<file path="src/core/pin_channel_pkg.sv">
package pin_channel_pkg;
	localparam int DATA_W = 16;
	localparam int ADDR_W = 12;
	localparam int STAT_W = 2;

	// register byte addresses
	localparam logic [ADDR_W-1:0] OFF_SETUP = 12'h000;
	localparam logic [ADDR_W-1:0] OFF_HISTORY = 12'h004;
	localparam logic [ADDR_W-1:0] OFF_INTERVAL = 12'h008;
	localparam logic [ADDR_W-1:0] OFF_STATUS = 12'h00C;
	localparam logic [ADDR_W-1:0] OFF_MASK = 12'h010;

	// channel_setup_word field positions
	localparam int PRI_LSB = 0;
	localparam int SEQ_LSB = 2;
	localparam int SVC_LSB = 4;
	localparam logic [DATA_W-1:0] SETUP_WMASK = 16'h003F;

	// priority codes
	localparam logic [1:0] PRI_OFF = 2'h0;

	// history update trigger codes
	localparam logic [1:0] SEQ_EDGE = 2'h0;
	localparam logic [1:0] SEQ_RATE = 2'h1;
	localparam logic [1:0] SEQ_HOST = 2'h2;

	// host_service_request codes
	localparam logic [1:0] SVC_NONE = 2'h0;
	localparam logic [1:0] SVC_HIGH = 2'h1;
	localparam logic [1:0] SVC_LOW = 2'h2;
	localparam logic [1:0] SVC_INIT = 2'h3;

	// status and mask bit positions
	localparam int ST_SERVICE = 0;
	localparam int ST_HISTORY = 1;

	// reset values
	localparam logic [DATA_W-1:0] SETUP_RST = 16'h0000;
	localparam logic [DATA_W-1:0] INTERVAL_RST = 16'h0000;
	localparam logic [DATA_W-1:0] HISTORY_RST = 16'h0000;
	localparam logic [STAT_W-1:0] STAT_RST = 2'h0;

	function automatic logic [1:0] field2(input logic [DATA_W-1:0] w, input int lsb);
		field2 = w[lsb +: 2];
	endfunction
endpackage

</file>
<file path="src/core/history_if.sv">
interface history_if #(parameter int HW = 16);
	logic shift_en;
	logic level;
	logic rise_fall;
	logic [HW-1:0] history;

	modport ctrl (output shift_en, input level, input rise_fall, input history);
	modport smp (input shift_en, output level, output rise_fall, output history);
endinterface

</file>
<file path="src/core/discrete_pin_channel.sv">
// What this block does
// - as input, keep present pin level plus fifteen earlier sampled levels
// - newest sample sits in bit 15, older ones lower, oldest in bit 0
// - host picks one update trigger; history shifts only on that trigger
// - rate mode samples whenever timebase reaches the programmed interval word
// - as output, pin level changes only on a host request
// - service code 01 drives high, 10 low, 11 initializes, 00 idle
// - priority 00 disables the channel; 01, 10, 11 enable it
// - interrupt enable 1 lets the request reach the host, 0 suppresses it
//
// The implementer's own choices: the APB slave port and the address map.
module discrete_pin_channel #(
	parameter int HW = 16
) (
	// clock and reset
	input wire logic pclk,
	input wire logic presetn,
	input wire logic ce,
	// apb slave
	input wire logic psel,
	input wire logic penable,
	input wire logic pwrite,
	input wire logic [pin_channel_pkg::ADDR_W-1:0] paddr,
	input wire logic [31:0] pwdata,
	output logic [31:0] prdata,
	output logic pready,
	output logic pslverr,
	// channel pin
	input wire logic pin_in,
	output logic pin_out,
	output logic pin_oe_n,
	// interrupt
	output logic irq
);
	localparam int DW = pin_channel_pkg::DATA_W;
	localparam int SW = pin_channel_pkg::STAT_W;

	history_if #(.HW(HW)) hs ();

	pin_sampler #(.HW(HW)) u_sampler (
		.pclk(pclk),
		.presetn(presetn),
		.ce(ce),
		.pin_in(pin_in),
		.hs(hs)
	);

	logic [DW-1:0] setup_r;
	logic [DW-1:0] setup_nxt;
	logic [DW-1:0] interval_r;
	logic [DW-1:0] tbase_r;
	logic [DW-1:0] tbase_nxt;
	logic [SW-1:0] status_r;
	logic [SW-1:0] status_nxt;
	logic [SW-1:0] mask_r;
	logic drive_r;
	logic oe_n_r;
	logic pin_out_r;
	logic pready_r;
	logic pslverr_r;
	logic [31:0] prdata_r;
	logic irq_r;

	// apb decode
	wire setup_ph = psel & penable & ~pready_r;
	wire done_ph = psel & penable & pready_r;
	wire wr = done_ph & pwrite;
	wire rd = done_ph & ~pwrite;
	wire hit_setup = paddr == pin_channel_pkg::OFF_SETUP;
	wire hit_hist = paddr == pin_channel_pkg::OFF_HISTORY;
	wire hit_intv = paddr == pin_channel_pkg::OFF_INTERVAL;
	wire hit_stat = paddr == pin_channel_pkg::OFF_STATUS;
	wire hit_mask = paddr == pin_channel_pkg::OFF_MASK;
	wire mapped = hit_setup | hit_hist | hit_intv | hit_stat | hit_mask;

	wire [DW-1:0] rd_mux = hit_setup ? setup_r :
		hit_hist ? DW'(hs.history) :
		hit_intv ? interval_r :
		hit_stat ? DW'(status_r) :
		hit_mask ? DW'(mask_r) : '0;

	// channel fields
	wire [1:0] pri_f = pin_channel_pkg::field2(setup_r, pin_channel_pkg::PRI_LSB);
	wire [1:0] seq_f = pin_channel_pkg::field2(setup_r, pin_channel_pkg::SEQ_LSB);
	wire [1:0] svc_f = pin_channel_pkg::field2(setup_r, pin_channel_pkg::SVC_LSB);
	wire enabled = pri_f != pin_channel_pkg::PRI_OFF;

	// a pending request waits while the channel is disabled
	wire svc_go = enabled & (svc_f != pin_channel_pkg::SVC_NONE);
	wire svc_high = svc_go & (svc_f == pin_channel_pkg::SVC_HIGH);
	wire svc_low = svc_go & (svc_f == pin_channel_pkg::SVC_LOW);
	wire svc_init = svc_go & (svc_f == pin_channel_pkg::SVC_INIT);

	// history triggers, at most one chosen by seq_f; code 11 selects none
	wire as_input = enabled & ~drive_r;
	wire rate_mode = as_input & (seq_f == pin_channel_pkg::SEQ_RATE);
	wire rate_hit = rate_mode & (tbase_r == interval_r);
	wire edge_trig = as_input & (seq_f == pin_channel_pkg::SEQ_EDGE) & hs.rise_fall;
	wire host_trig = svc_init & (seq_f == pin_channel_pkg::SEQ_HOST);
	assign hs.shift_en = edge_trig | rate_hit | host_trig;

	assign tbase_nxt = !rate_mode ? '0 : rate_hit ? '0 : tbase_r + 1'b1;

	// service clears its own request field; a bus write in the same cycle wins
	wire [DW-1:0] svc_clr = ~(DW'(2'h3) << pin_channel_pkg::SVC_LSB);
	assign setup_nxt = (wr & hit_setup) ? (pwdata[DW-1:0] & pin_channel_pkg::SETUP_WMASK) :
		svc_go ? (setup_r & svc_clr) : setup_r;

	// read clears only the bits that were returned; write of 0 clears a bit
	wire [SW-1:0] st_set = {hs.shift_en, svc_go};
	wire [SW-1:0] st_rdclr = (rd & hit_stat) ? prdata_r[SW-1:0] : '0;
	wire [SW-1:0] st_wrclr = (wr & hit_stat) ? ~pwdata[SW-1:0] : '0;
	assign status_nxt = (status_r & ~(st_rdclr | st_wrclr)) | st_set;

	always_ff @(posedge pclk or negedge presetn) begin
		if (!presetn) begin
			pready_r <= 1'b0;
			pslverr_r <= 1'b0;
			prdata_r <= '0;
		end else if (ce) begin
			pready_r <= setup_ph;
			pslverr_r <= setup_ph & ~mapped;
			prdata_r <= setup_ph & ~pwrite ? {{(32-DW){1'b0}}, rd_mux} : '0;
		end
	end

	always_ff @(posedge pclk or negedge presetn) begin
		if (!presetn) begin
			setup_r <= pin_channel_pkg::SETUP_RST;
			interval_r <= pin_channel_pkg::INTERVAL_RST;
			mask_r <= pin_channel_pkg::STAT_RST;
			status_r <= pin_channel_pkg::STAT_RST;
			tbase_r <= '0;
		end else if (ce) begin
			setup_r <= setup_nxt;
			status_r <= status_nxt;
			tbase_r <= tbase_nxt;
			if (wr & hit_intv) begin
				interval_r <= pwdata[DW-1:0];
			end
			if (wr & hit_mask) begin
				mask_r <= pwdata[SW-1:0];
			end
		end
	end

	// pin direction and level move only on a serviced host request
	always_ff @(posedge pclk or negedge presetn) begin
		if (!presetn) begin
			drive_r <= 1'b0;
			oe_n_r <= 1'b1;
			pin_out_r <= 1'b0;
		end else if (ce) begin
			if (svc_high | svc_low) begin
				drive_r <= 1'b1;
				oe_n_r <= 1'b0;
				pin_out_r <= svc_high;
			end else if (svc_init) begin
				drive_r <= 1'b0;
				oe_n_r <= 1'b1;
			end
		end
	end

	// one cycle behind status, keeps the output a plain flop
	always_ff @(posedge pclk or negedge presetn) begin
		if (!presetn) begin
			irq_r <= 1'b0;
		end else if (ce) begin
			irq_r <= |(status_r & mask_r);
		end
	end

	assign prdata = prdata_r;
	assign pready = pready_r;
	assign pslverr = pslverr_r;
	assign pin_out = pin_out_r;
	assign pin_oe_n = oe_n_r;
	assign irq = irq_r;
endmodule

</file>
<file path="src/core/pin_sampler.sv">
module pin_sampler #(
	parameter int HW = 16
) (
	// clock and reset
	input wire logic pclk,
	input wire logic presetn,
	input wire logic ce,
	// pin
	input wire logic pin_in,
	// controller side
	history_if.smp hs
);
	logic sync1_r;
	logic sync2_r;
	logic prev_r;
	logic [HW-1:0] hist_r;
	logic [HW-1:0] hist_nxt;

	// newest level enters at the top, oldest falls off the bottom
	assign hist_nxt = hs.shift_en ? {sync2_r, hist_r[HW-1:1]} : hist_r;
	assign hs.level = sync2_r;
	assign hs.rise_fall = sync2_r ^ prev_r;
	assign hs.history = hist_r;

	always_ff @(posedge pclk or negedge presetn) begin
		if (!presetn) begin
			sync1_r <= 1'b0;
			sync2_r <= 1'b0;
			prev_r <= 1'b0;
			hist_r <= '0;
		end else if (ce) begin
			sync1_r <= pin_in;
			sync2_r <= sync1_r;
			prev_r <= sync2_r;
			hist_r <= hist_nxt;
		end
	end
endmodule

</file>
<file path="config.mk">
export PLATFORM = sky130hd
export DESIGN_NAME = discrete_pin_channel
export DESIGN_NICKNAME = d
export VERILOG_FILES = /design/src/core/pin_channel_pkg.sv /design/src/core/history_if.sv /design/src/core/discrete_pin_channel.sv /design/src/core/pin_sampler.sv
export SDC_FILE = /design/constraint.sdc
export NUM_CORES = 1
export LEC_CHECK = 0
export ABC_CLOCK_PERIOD_IN_PS = 2100
export BUFFER_PORTS_ARGS = -buffer_cell sky130_fd_sc_hd__buf_2
export CAP_MARGIN = 5
export CORE_ASPECT_RATIO = 0.9
export CORE_MARGIN = 5
export CORE_UTILIZATION = 50
export DETAILED_ROUTE_END_ITERATION = 8
export GPL_TIMING_DRIVEN = 0
export HOLD_SLACK_MARGIN = 0.05
export PLACE_DENSITY = 0.76
export SYNTH_ARGS = -nofsm -noshare
export SYNTH_HDL_FRONTEND = slang
export SYNTH_SLANG_ARGS = --single-unit
</file>
<file path="constraint.sdc">
create_clock -name pclk -period 2.1 [get_ports pclk]
set_input_delay 0.42 -clock pclk [delete_from_list [all_inputs] [get_ports pclk]]
set_output_delay 0.42 -clock pclk [all_outputs]
set_load 0.1 [all_outputs]
</file>
# [After elaboration in Yosys (flattened, before gate mapping)]
# Cells that the tools add are included.
[totals] reg_bits=109 inputBits=51 output_inout_bits=37 word_cells=98
[classes] n_addsub=1 n_eq_ne=10 mux=16 bitwise_logic=40 n_reduce_logical=14
[ops] cell="2-to-1 mux 16 bit" count=7
[ops] cell="== test 12 x 4 -> 1 bit (second input constant)" count=2
[ops] cell="AND 1 bit" count=22
[ops] cell="adder 16 x 1 -> 16 bit (second input constant)" count=1
[ops] cell="== test 16 bit" count=1
[ops] cell="AND reduction 2 bit" count=7
[ops] cell="== test 12 x 3 -> 1 bit (second input constant)" count=1
[ops] cell="== test 12 x 5 -> 1 bit (second input constant)" count=1
[ops] cell="zero test 12 bit" count=1
[ops] cell="2-to-1 mux 2 bit" count=4
[ops] cell="nonzero test 2 bit" count=4
[ops] cell="OR 1 bit" count=7
[ops] cell="== test 2 bit (second input constant)" count=3
[ops] cell="2-to-1 mux 6 bit" count=1
[ops] cell="AND 2 bit" count=2
[ops] cell="== test 2 x 1 -> 1 bit (second input constant)" count=2
[ops] cell="2-to-1 mux 1 bit" count=4
[ops] cell="NOT 1 bit" count=4
[ops] cell="NOT 2 bit" count=2
[ops] cell="OR 2 bit" count=2
[ops] cell="zero test 2 bit" count=1
[ops] cell="OR reduction 2 bit" count=1
[ops] cell="bitwise XOR 1 bit" count=1

# [Longest topological paths before layout]
# Gate-level depths: netlist of the first run.
[depth] depth_word=9 ltp_mapped=9 ltp_nobuf=6

# [Cells and area by module]
# From an unflattened synthesis of the first run, not the netlist that was laid out.
[hier_totals] hier_cells=363 hier_area_um2=4131.5
[modules_own_cells] module="discrete_pin_channel" instances=1 cells_each=322 area_each_um2=3373.2 seq_area_each_um2=1602.8
[modules_own_cells] module="pin_sampler" instances=1 cells_each=41 area_each_um2=758.2 seq_area_each_um2=475.5

# [Least setup slack after synthesis of the first run]
# No wires, ideal clock.
[synth_path] path_kind="register to register" from="register pready_r, in the netlist pready" to="register interval_r[0]" setup_time_ns=0.125 arrival_ns=2.294 t_required_ns=1.975 slack_ns=-0.319 path_stages_with_launch=5 n_path_buf=1 synth_period_minus_slack_ns=2.419 path_cell_list="dfrtp_1 nand3_1 nor4b_4 buf_4 mux2_2"
[synth_via] elab_chain_len=4
[synth_lines] item="start, declared" line="discrete_pin_channel.sv:59" rtl="logic pready_r;"
[synth_lines] item="start signal, assigned" line="discrete_pin_channel.sv:121" rtl="pready_r <= setup_ph;"
[synth_lines] item="AND 1 bit" line="discrete_pin_channel.sv:66" rtl="wire done_ph = psel & penable & pready_r;"
[synth_lines] item="AND 1 bit" line="discrete_pin_channel.sv:67" rtl="wire wr = done_ph & pwrite;"
[synth_lines] item="AND 1 bit" line="discrete_pin_channel.sv:138" rtl="if (wr & hit_intv) begin"
[synth_lines] item="AND reduction 2 bit (no line)"
[synth_lines] item="end signal, assigned" line="discrete_pin_channel.sv:130" rtl="interval_r <= pin_channel_pkg::INTERVAL_RST;"
[synth_lines] item="end signal, assigned" line="discrete_pin_channel.sv:139" rtl="interval_r <= pwdata[DW-1:0];"
[synth_lines] item="end, declared" line="discrete_pin_channel.sv:50" rtl="logic [DW-1:0] interval_r;"
# Every way passes these cells.
# A chain may end at the register's enable or synchronous reset.

# [Worst setup path after layout of the first run]
[layout_path] from="register tbase_r[10]" to="register tbase_r[14]"
[layout_via] elab_chain_len=4 word_cells_on_any_way=5 classes_between="add/sub (1); eq/ne (1); mux (2); bitwise (1)"
[layout_lines] item="start, declared" line="discrete_pin_channel.sv:51" rtl="logic [DW-1:0] tbase_r;"
[layout_lines] item="start signal, assigned" line="discrete_pin_channel.sv:137" rtl="tbase_r <= tbase_nxt;"
[layout_lines] item="branches (longest 2 deep; another with adder 16 x 1 -> 16 bit)"
[layout_lines] item="2-to-1 mux 16 bit (*) (2 in series)" line="discrete_pin_channel.sv:102" rtl="assign tbase_nxt = !rate_mode ? '0 : rate_hit ? '0 : tbase_r + 1'b1;"
# Mark *: on every way between the ends.

==> flow_summary.toml, run 1 <==
[floorplan]
fp.dieH_um = 102.6
die_area_sq_um = 11590
row_count = 33
core_sq_um = 9208
start_util_pct = 51.76
ioPinCount = 88
die_width_um = 112.9

[synth]
synth.most_common_cell = "dfrtp_1"
synthMuxAreaShare_pct = 10.48
netlist_area_sq_um = 4766
syn_inst = 479
synth_simple_gate_area_share_pct = 19.43
synthAdderAreaFrac_pct = 0.2625
synth_edf_count = 0
synth_compound_area_share_pct = 15.94
synth-xor-area-share_pct = 3.124
synth-seq-area-share_pct = 43.61
synth_top_family_by_area = "simple AND/OR/NAND/NOR gates"
synth_seq_cells = 83
synth_top_cell_by_area = "dfrtp_1"
avgSynthCellArea_sq_um = 9.950
netlist.area_leader.share_pct = 43.06
ys_warn_count = 0
synth_area_leaders = "dfrtp_1 43%, mux2_2 7.3%, nand2_1 3.8%"
ys.flop_type = "dfrtp_1"
async_reset_ff_share_pct = 100.0
synthTopCellsByCount = "82 x dfrtp_1, 48 x nand2_1, 31 x mux2_2"
synth.distinct_cells = 51

[setup_path]
cp_slowest_stage_delay_ns = 0.38
arrival_ns = 2.36
cp.required_ns = 2.35
crit_path_top_delay_cell = "dfrtp_1"
start_kind = "flop"
endpoint_kind = "flop"
worstPathCellList = "buf_6 > xor2_4 > nor4_4 > and4_1 > buf_6 > buf_8 > buf_12 > o31ai_4 > mux2_4"
reg2reg_depth = 9
path_common_cell = "buf_6"
crit_type = "flop to flop"
cp_max_fo = 8

[status]
failed_checks = "negative setup slack"
status = "finished, violations left"

[clock_network]
cts_sinks = 83
clk_latency_ns = 0.36
path_clk_slew_ns = 0.09
cts_max_level = 3
cts_tree = "built"
cts_made_buffers = 9
clockBufferDepth = 2
clock_tree.root_cell = "clkbuf_8"

[timing]
final.setup.worst_slack_ns = -0.01228
rsz0062_at_grt = "true"
finalClockSkew_ns = 0.01156
tightest_slew_ns = 1.072
relSlewSlack_pct = 28.55
setup_tns_ns = -0.01228
period_share_pct = 100.6
fin_crit_ns = 2.112
finalSetupViolCount = 1
slew_violations = 0
max_freq_mhz = 473.4
finalHoldViolations = 0

[placed_design]
numPortBuffers = 53
gp_congestion = 0.9298
hpwl_mm = 9.511

[pwr]
p_int_mw = 2.304
p_switching_mw = 0.9371
power_frac_seq_pct = 50.0
comb_power_share_pct = 13.1
cellPowerDensity_nw_per_um2 = 558.7
vdd_drop_max_mv = 0.3397
p_leak_nw = 2.778
netSwitchingFraction_pct = 28.92
report.power.total_mw = 3.241
clkPwrFrac_pct = 36.9

[routing]
drc_errors = 0
ant_nets = 0
num_vias = 4170
routed_via_density = 5.957
wl_per_cell_um = 19.19
initialDrtViolationCount = 332
first_pass_iters = 5
wl_mm = 13.43

[min_path]
hold_depth = 2
hp-class = "input port to flop"

[run]
max-cap-violations = 0

[grt]
grt.overflow.total = 0
grt_pass1_vias = 4323
grt_pass1_wl_mm = 21.22
antenna_found_initial = 0
grt_max_degree = 45
grtUsageTotal_pct = 23.05

[cells_and_area]
nNetsFinal = 625
n_antenna_cell = 0
area_growth_pct = 21.71
drive_gt1_share_pct = 30.45
==> per-stage QoR <==
stage / setup slack (ns) / instances / hold slack (ns) / cell area [sq um] / util (%)
after detailed placement: -0.5423 / 670 / 0.4395 / 5266 / 57.20
final: -0.01228 / 700 / 0.2851 / 5801 / 63.00
after global placement: -0.4363 / 669 / 0.4663 / 5244 / 56.95
after CTS: 0.004735 / 697 / 0.2729 / 5604 / 60.86
after global routing: -0.1053 / 700 / 0.2872 / 5801 / 63.00
after floorplan: 0.03215 / 494 / 0.1244 / 4826 / -
==> logic make-up after synthesis <==
kind of cell               count (synthesis)
adders and majority gates                  1
AOI/OAI and AO/OA                         96
and+or+nand+nor                          172
DFF                                       83
xor gates and xnor gates                  17
buffers and inverters                     63
other                                      1
muxes                                     46
==> cell type report <==
| class | count | area [sq um] |
|---|---|---|
| fill | 763 | 3407 |
| timing repair buffer | 70 | 435.4 |
| tap | 122 | 152.6 |
| sequential | 83 | 2087 |
| multi-input combinational | 348 | 2565 |
| clock buffer | 10 | 137.6 |
| inverter | 15 | 56.30 |
| clock inverter | 6 | 65.06 |
| buffer | 46 | 301.5 |
==> layout by cell type (no fill, tap or decap), drive strengths merged, types with 3 or more instances in the layout <==
master | synthesis | layout
buf | 31 | 101
dfrtp | 82 | 82
nand2 | 48 | 48
mux2 | 31 | 31
nor2 | 24 | 24
clkbuf | 17 | 24
o2bb2ai | 20 | 20
nor3 | 17 | 17
xor2 | 17 | 17
conb | 1 | 16
nor2b | 15 | 15
inv | 15 | 15
mux2i | 15 | 15
nand3 | 12 | 12
a22oi | 11 | 11
o21ai | 11 | 11
nor3b | 10 | 10
or4 | 9 | 9
o31ai | 9 | 9
nor4 | 8 | 8
nand4 | 6 | 6
a22o | 6 | 6
nand2b | 6 | 6
a221o | 6 | 6
and3 | 5 | 5
a31oi | 5 | 5
a21oi | 5 | 5
and4 | 4 | 4
a32oi | 4 | 4
o32a | 4 | 4
o311ai | 4 | 4
clkinv | 0 | 4
o221a | 3 | 3
==> final timing paths <==
path	from	endpoint	slack, ns
max in group asynchronous	presetn	pin_oe_n	0.83
min reg2reg	prdata[8]	prdata[8]	0.49
max reg2reg	tbase_r[10]	tbase_r[14]	-0.01
min in group asynchronous	presetn	interval_r[9]	0.59
min	pwdata[14]	interval_r[14]	0.29
max	tbase_r[10]	tbase_r[14]	-0.01
==> metal layers <==
metal | global-route usage (%) | vias to the layer above | routed length (um)
met5 | 0 | - | 0
met4 | 9.427 | 0 | 362
met3 | 4.577 | 36 | 831
met2 | 37.66 | 167 | 6328
met1 | 30.42 | 2040 | 5911
li1 | - | 1927 | -
==> sequential cells by signal (all words and copies together) (netlist names), 2 cells and up <==
register and cells:
status_r 2, setup_r 6, mask_r 2, u_sampler.hs.history 16, interval_r 16, prdata 16, tbase_r 16
==> worst max-delay path, delay by kind of cell, from the launching register on <==
family                 cells  cell delay (ns)
flip-flops                 1             0.38
multiplexers               1             0.30
AO/OA/AOI/OAI              1             0.06
XOR/XNOR                   1             0.15
AND/OR/NAND/NOR            2             0.57
buffers and inverters      4             0.52
==> repair_timing <==
item	4_1_cts	5_1_grt
hold endpoints to repair	10	0
pin swaps	13	16
hold buffers	1	0
buffers inserted	11	4
gates resized for setup	12	39
endpoints found under the setup margin	39	44
gates cloned	0	0
==> power groups by stage <==
stage	registers, mW	clock network, mW	logic (mW)
after CTS	1.62	1.21	0.411
final	1.62	1.20	0.423
after detailed placement	1.65	0	0.407
after floorplan	1.68	0	0.259
after global routing	1.62	1.28	0.452
after global placement	1.65	0	0.395
Power figures use the tool's default switching activity.
==> run 2: changes to the inputs <==
--- a/config.mk
+++ b/config.mk
@@ -6,15 +6,15 @@
 export NUM_CORES = 1
 export LEC_CHECK = 0
 export ABC_CLOCK_PERIOD_IN_PS = 2100
-export BUFFER_PORTS_ARGS = -buffer_cell sky130_fd_sc_hd__buf_2
 export CAP_MARGIN = 5
 export CORE_ASPECT_RATIO = 0.9
 export CORE_MARGIN = 5
 export CORE_UTILIZATION = 50
 export DETAILED_ROUTE_END_ITERATION = 8
+export DONT_BUFFER_PORTS = 1
 export GPL_TIMING_DRIVEN = 0
 export HOLD_SLACK_MARGIN = 0.05
-export PLACE_DENSITY = 0.76
+export PLACE_DENSITY = 0.68
 export SYNTH_ARGS = -nofsm -noshare
 export SYNTH_HDL_FRONTEND = slang
 export SYNTH_SLANG_ARGS = --single-unit
==> flow_summary.toml, run 2 (same netlist as run 1, synthesis figures left out) <==
[timing]
slew_violations = 0
max_freq_mhz = 480.3
finalHoldViolations = 83
tightest_slew_ns = 0.9320
finalClockSkew_ns = 0.01782
whs_ns = -0.2674
fin_crit_ns = 2.082
period_share_pct = 99.14
relSlewSlack_pct = 37.87
rsz0062_at_grt = "true"
finalSetupViolCount = 0

[grt]
antenna_found_initial = 0
grt.overflow.total = 0
grt_max_degree = 84
grt_pass1_vias = 3858
grtUsageTotal_pct = 22.46
grt_pass1_wl_mm = 20.42

[clock_network]
cts_tree = "built"
clockBufferDepth = 2
clk_latency_ns = 0.38
cts_sinks = 83
cts_made_buffers = 9
clock_tree.root_cell = "clkbuf_8"
cts_max_level = 3
path_clk_slew_ns = 0.09

[routing]
routed_via_density = 6.020
drc_errors = 0
first_pass_iters = 5
num_vias = 3985
initialDrtViolationCount = 281
wl_per_cell_um = 19.91
ant_nets = 0
wl_mm = 13.18

[setup_path]
start_kind = "flop"
cp_max_fo = 7
reg2reg_to = "tbase_r[14]"
arrival_ns = 2.35
r2r_slack_ns = 0.02
endpoint_kind = "flop"
crit_type = "flop to flop"
cp.required_ns = 2.36
r2r-start = "interval_r[5]"
reg2reg_depth = 8

[pwr]
report.power.total_mw = 3.058
vdd_drop_max_mv = 0.4814
p_leak_nw = 2.601
cellPowerDensity_nw_per_um2 = 536.0

[cells_and_area]
layout_commonest_cell = "dfrtp_1"
drive_gt1_share_pct = 30.37
nNetsFinal = 587
n_antenna_cell = 0
final_cell_mix = "72 x dfrtp_1, 43 x buf_4, 41 x nand2_1"
fin_util_pct = 61.96
multi_input_area_sq_um = 2625
stdcell_count = 662
register_area_sq_um = 2093
area_growth_pct = 19.72
nFillCells = 759

[floorplan]
start_util_pct = 51.76
die_width_um = 112.9
die_area_sq_um = 11590
fp.dieH_um = 102.6
row_count = 33
ioPinCount = 88
core_sq_um = 9208

[min_path]
hp-class = "input port to async pin"

[placed_design]
numPortBuffers = 0
gp_congestion = 0.8964
hpwl_mm = 8.894
dp_cells = 616

[status]
failed_checks = "negative hold slack"
status = "finished, violations left"

[run]
max-cap-violations = 0
run 2: changes by cell type in the layout (fill, tap and decap cells not counted), sizes merged:
cell,before,now
clkinv,4,2
bufinv,1,0
clkbuf,24,28
clkinvlp,1,2
buf,101,62
dlygate4sd3,1,0
run 2: area by class of cell:
cell class / count / share of cell area (%)
plain buffers: 47 / 5.877
multi-input cells: 348 / 46.01
flip-flops and latches: 83 / 36.69
repair buffers: 31 / 4.605
clock inverters: 4 / 0.4386
clock buffers: 12 / 2.719
inverters: 15 / 0.9868
well taps: 122 / 2.675
run 2: worst max path at each step:
stage                        startpoint                        to  cells past startpoint
after detailed placement       paddr[7]             interval_r[2]                      5
after floorplan                paddr[7]             interval_r[0]                      5
after global routing            drive_r                tbase_r[5]                      7
after global placement         paddr[7]            interval_r[14]                      5
final                     interval_r[5]               tbase_r[14]                      8
after CTS                    tbase_r[6]  u_sampler.hs.history[11]                      7
run 2: critical path: stages (launching register included):
cell and delay, ns:
dfrtp_2 0.44, xor2_2 0.19, nor4_2 0.34, and4_1 0.26, buf_6 0.13, buf_8 0.11, buf_8 0.13, o31ai_1 0.08
mux2_4 0.29
run 2: through the flow:
stage	setup WS, ns	setup TNS [ns]	cell area (sq um)
6_report	0.01800	0	5705
5_1_grt	-0.04690	-0.3002	5705
4_1_cts	0.0004152	0	5325
3_5_place_dp	-0.3895	-11.23	4979
3_3_place_gp	-0.3424	-9.558	4979
2_1_floorplan	0.03215	0	4826
run 2: what timing repair did:
action                                  4_1_cts  5_1_grt
endpoints found under the hold margin        83       83
pin swaps                                     6       30
endpoints found under the setup margin       55       50
setup buffers                                16       15
gates resized for setup                      17       76
run 2: power by group:
| part | internal (mW) | leakage, nW | switching [mW] | total [mW] |
|---|---|---|---|---|
| Sequential | 1.61 | 1.04 | 0.0454 | 1.66 |
| Combinational | 0.0794 | 1.47 | 0.229 | 0.309 |
| Clock | 0.491 | 0.0884 | 0.602 | 1.09 |
run 2: layer usage:
layer  global-route usage, %  share of wire (%)  vias to the layer above
met5                       0                  0                        -
met4                   5.176                1.5                        0
met3                   6.162                7.1                       14
met2                   36.75                 49                      154
met1                   30.10                 43                     1974
li1                        -                  -                     1843
==> run 3: changes to the inputs <==
--- a/config.mk
+++ b/config.mk
@@ -5,7 +5,7 @@
 export SDC_FILE = /design/constraint.sdc
 export NUM_CORES = 1
 export LEC_CHECK = 0
-export ABC_CLOCK_PERIOD_IN_PS = 2100
+export ABC_CLOCK_PERIOD_IN_PS = 2400
 export CAP_MARGIN = 5
 export CORE_ASPECT_RATIO = 0.9
 export CORE_MARGIN = 5
@@ -14,7 +14,6 @@
 export DONT_BUFFER_PORTS = 1
 export GPL_TIMING_DRIVEN = 0
 export HOLD_SLACK_MARGIN = 0.05
-export PLACE_DENSITY = 0.68
 export SYNTH_ARGS = -nofsm -noshare
 export SYNTH_HDL_FRONTEND = slang
 export SYNTH_SLANG_ARGS = --single-unit
==> constraint.sdc (replaced) <==
create_clock -name pclk -period 2.4 [get_ports pclk]
set_input_delay 0.48 -clock pclk [delete_from_list [all_inputs] [get_ports pclk]]
set_output_delay 0.48 -clock pclk [all_outputs]
set_load 0.02 [all_outputs]
==> flow_summary.toml, run 3 (same netlist as run 1, synthesis figures left out) <==
[timing]
finalClockSkew_ns = 0.01102
period_share_pct = 93.95
rsz0062_at_grt = "true"
fin_crit_ns = 2.255
finalHoldViolations = 0
finalSetupViolCount = 0
tightest_slew_ns = 0.7195
slew_violations = 0
relSlewSlack_pct = 52.03
max_freq_mhz = 443.5

[grt]
met1_usage_pct = 30.56
gr-usage-met2_pct = 36.70
grt_pass1_vias = 3830
grt_max_degree = 84
grt.overflow.total = 0
grt_pass1_wl_mm = 20.72
grt_busiest_layer = "met2"
grtUsageTotal_pct = 23.14
use_met3_pct = 6.103
antenna_found_initial = 0

[clock_network]
clockBufferDepth = 2
clock_tree.root_cell = "clkbuf_8"
cts_max_level = 3
post_cts_buffers = 0
cts_tree = "built"
clk_latency_ns = 0.37
cts_sinks = 83
path_clk_slew_ns = 0.09
cts_made_buffers = 9

[setup_path]
start_kind = "flop"
arrival_ns = 2.50
r2r_slack_ns = 0.15
r2r-start = "tbase_r[6]"
reg2reg_to = "u_sampler.hs.history[13]"
startpoint = "tbase_r[6]"
endpoint_kind = "flop"
crit_type = "flop to flop"
cp_max_fo = 10
cp.required_ns = 2.64
reg2reg_depth = 7

[routing]
wl_per_cell_um = 20.01
routed_via_density = 6.022
ant_nets = 0
num_vias = 3818
drc_errors = 0
wl_mm = 12.69
initialDrtViolationCount = 193
first_pass_iters = 4

[min_path]
min_to = "setup_r[4]"
hold_depth = 2
hp-class = "input port to flop"
hold_start = "pwdata[4]"

[cells_and_area]
nFillCells = 801
stdcell_count = 634
final_cell_mix = "81 x dfrtp_1, 48 x nand2_1, 31 x mux2_2"
fin_util_pct = 56.94
nNetsFinal = 559
drive_gt1_share_pct = 17.38
layout_commonest_cell = "dfrtp_1"
area_growth_pct = 10.00
n_antenna_cell = 0

[pwr]
vdd_drop_max_mv = 0.3481
p_switching_mw = 0.6683
power_frac_seq_pct = 53.0
report.power.total_mw = 2.684
comb_power_share_pct = 7.8
p_leak_nw = 2.416
p_int_mw = 2.016
netSwitchingFraction_pct = 24.90
clkPwrFrac_pct = 39.2
cellPowerDensity_nw_per_um2 = 512.0

[placed_design]
dp_cells = 616
gp_congestion = 0.8789
hpwl_mm = 9.057
numPortBuffers = 0

[floorplan]
ioPinCount = 88
core_sq_um = 9208
row_count = 33
fp.dieH_um = 102.6
start_util_pct = 51.76
die_width_um = 112.9
die_area_sq_um = 11590

[status]
status = "complete, no violations"

[run]
max-cap-violations = 0
run 3: cell count changes in the layout (fill, tap and decap cells not counted), sizes merged:
| cell | change |
|---|---|
| buf | -30 |
| bufinv | +1 |
| clkbuf | +1 |
| clkinv | -1 |
| dlygate4sd3 | +1 |
run 3: final cells by class:
| cell class | count | area [sq um] | share of cell area, % |
|---|---|---|---|
| buffer | 48 | 281.5 | 5.370 |
| clock buffer | 12 | 155.1 | 2.959 |
| clock inverter | 4 | 50.05 | 0.9547 |
| inverter | 15 | 56.30 | 1.074 |
| multi-input combinational | 348 | 2430 | 46.35 |
| sequential | 83 | 2079 | 39.67 |
| tap | 122 | 152.6 | 2.912 |
| timing repair buffer | 2 | 37.54 | 0.7160 |
run 3: worst max-delay path: stages (launching register included):
cell and delay [ns]:
dfrtp_1 0.46, xor2_1 0.20, nor4_2 0.33, and4_1 0.26
buf_6 0.16, buf_8 0.15, nor3b_1 0.05, or4_1 0.51
run 3: repair_timing:
action                                  in CTS  in global routing
resized for setup                            0                  5
hold endpoints to repair                    83                  0
hold buffers                                 2                  0
endpoints found under the setup margin       0                 12
run 3: power by group through the flow:
stage	registers, mW	logic, mW	clock network, mW
after floorplan	1.45	0.140	0
after global placement	1.45	0.169	0
after detailed placement	1.45	0.172	0
after CTS	1.42	0.208	1.08
after global routing	1.43	0.234	1.14
final	1.42	0.208	1.05
run 3: worst max path at each step:
stage | endpoint | cells after the start
2_1_floorplan | interval_r[0] | 5
3_3_place_gp | interval_r[12] | 5
3_5_place_dp | interval_r[13] | 5
4_1_cts | tbase_r[13] | 7
5_1_grt | u_sampler.hs.history[13] | 7
6_report | u_sampler.hs.history[13] | 7
run 3: per-layer routing:
layer / routed length [um] / part of all wire (%) / vias to the layer above
li1: - / - / 1786
met1: 5660 / 45 / 1876
met2: 5788 / 46 / 132
met3: 918 / 7.2 / 24
met4: 320 / 2.5 / 0
met5: 0 / 0 / -
run 3: per-stage QoR:
| step | setup TNS, ns | hold WS [ns] | setup slack, ns | area (sq um) |
|---|---|---|---|---|
| after global routing | -0.005562 | 0.2304 | -0.005562 | 5243 |
| after CTS | 0 | 0.2197 | 0.04657 | 5218 |
| after global placement | -1.486 | 0.1874 | -0.1502 | 4975 |
| after detailed placement | -1.865 | 0.1874 | -0.1892 | 4975 |
| after floorplan | 0 | 0.1844 | 0.2303 | 4822 |
| final | 0 | 0.2326 | 0.1452 | 5243 |
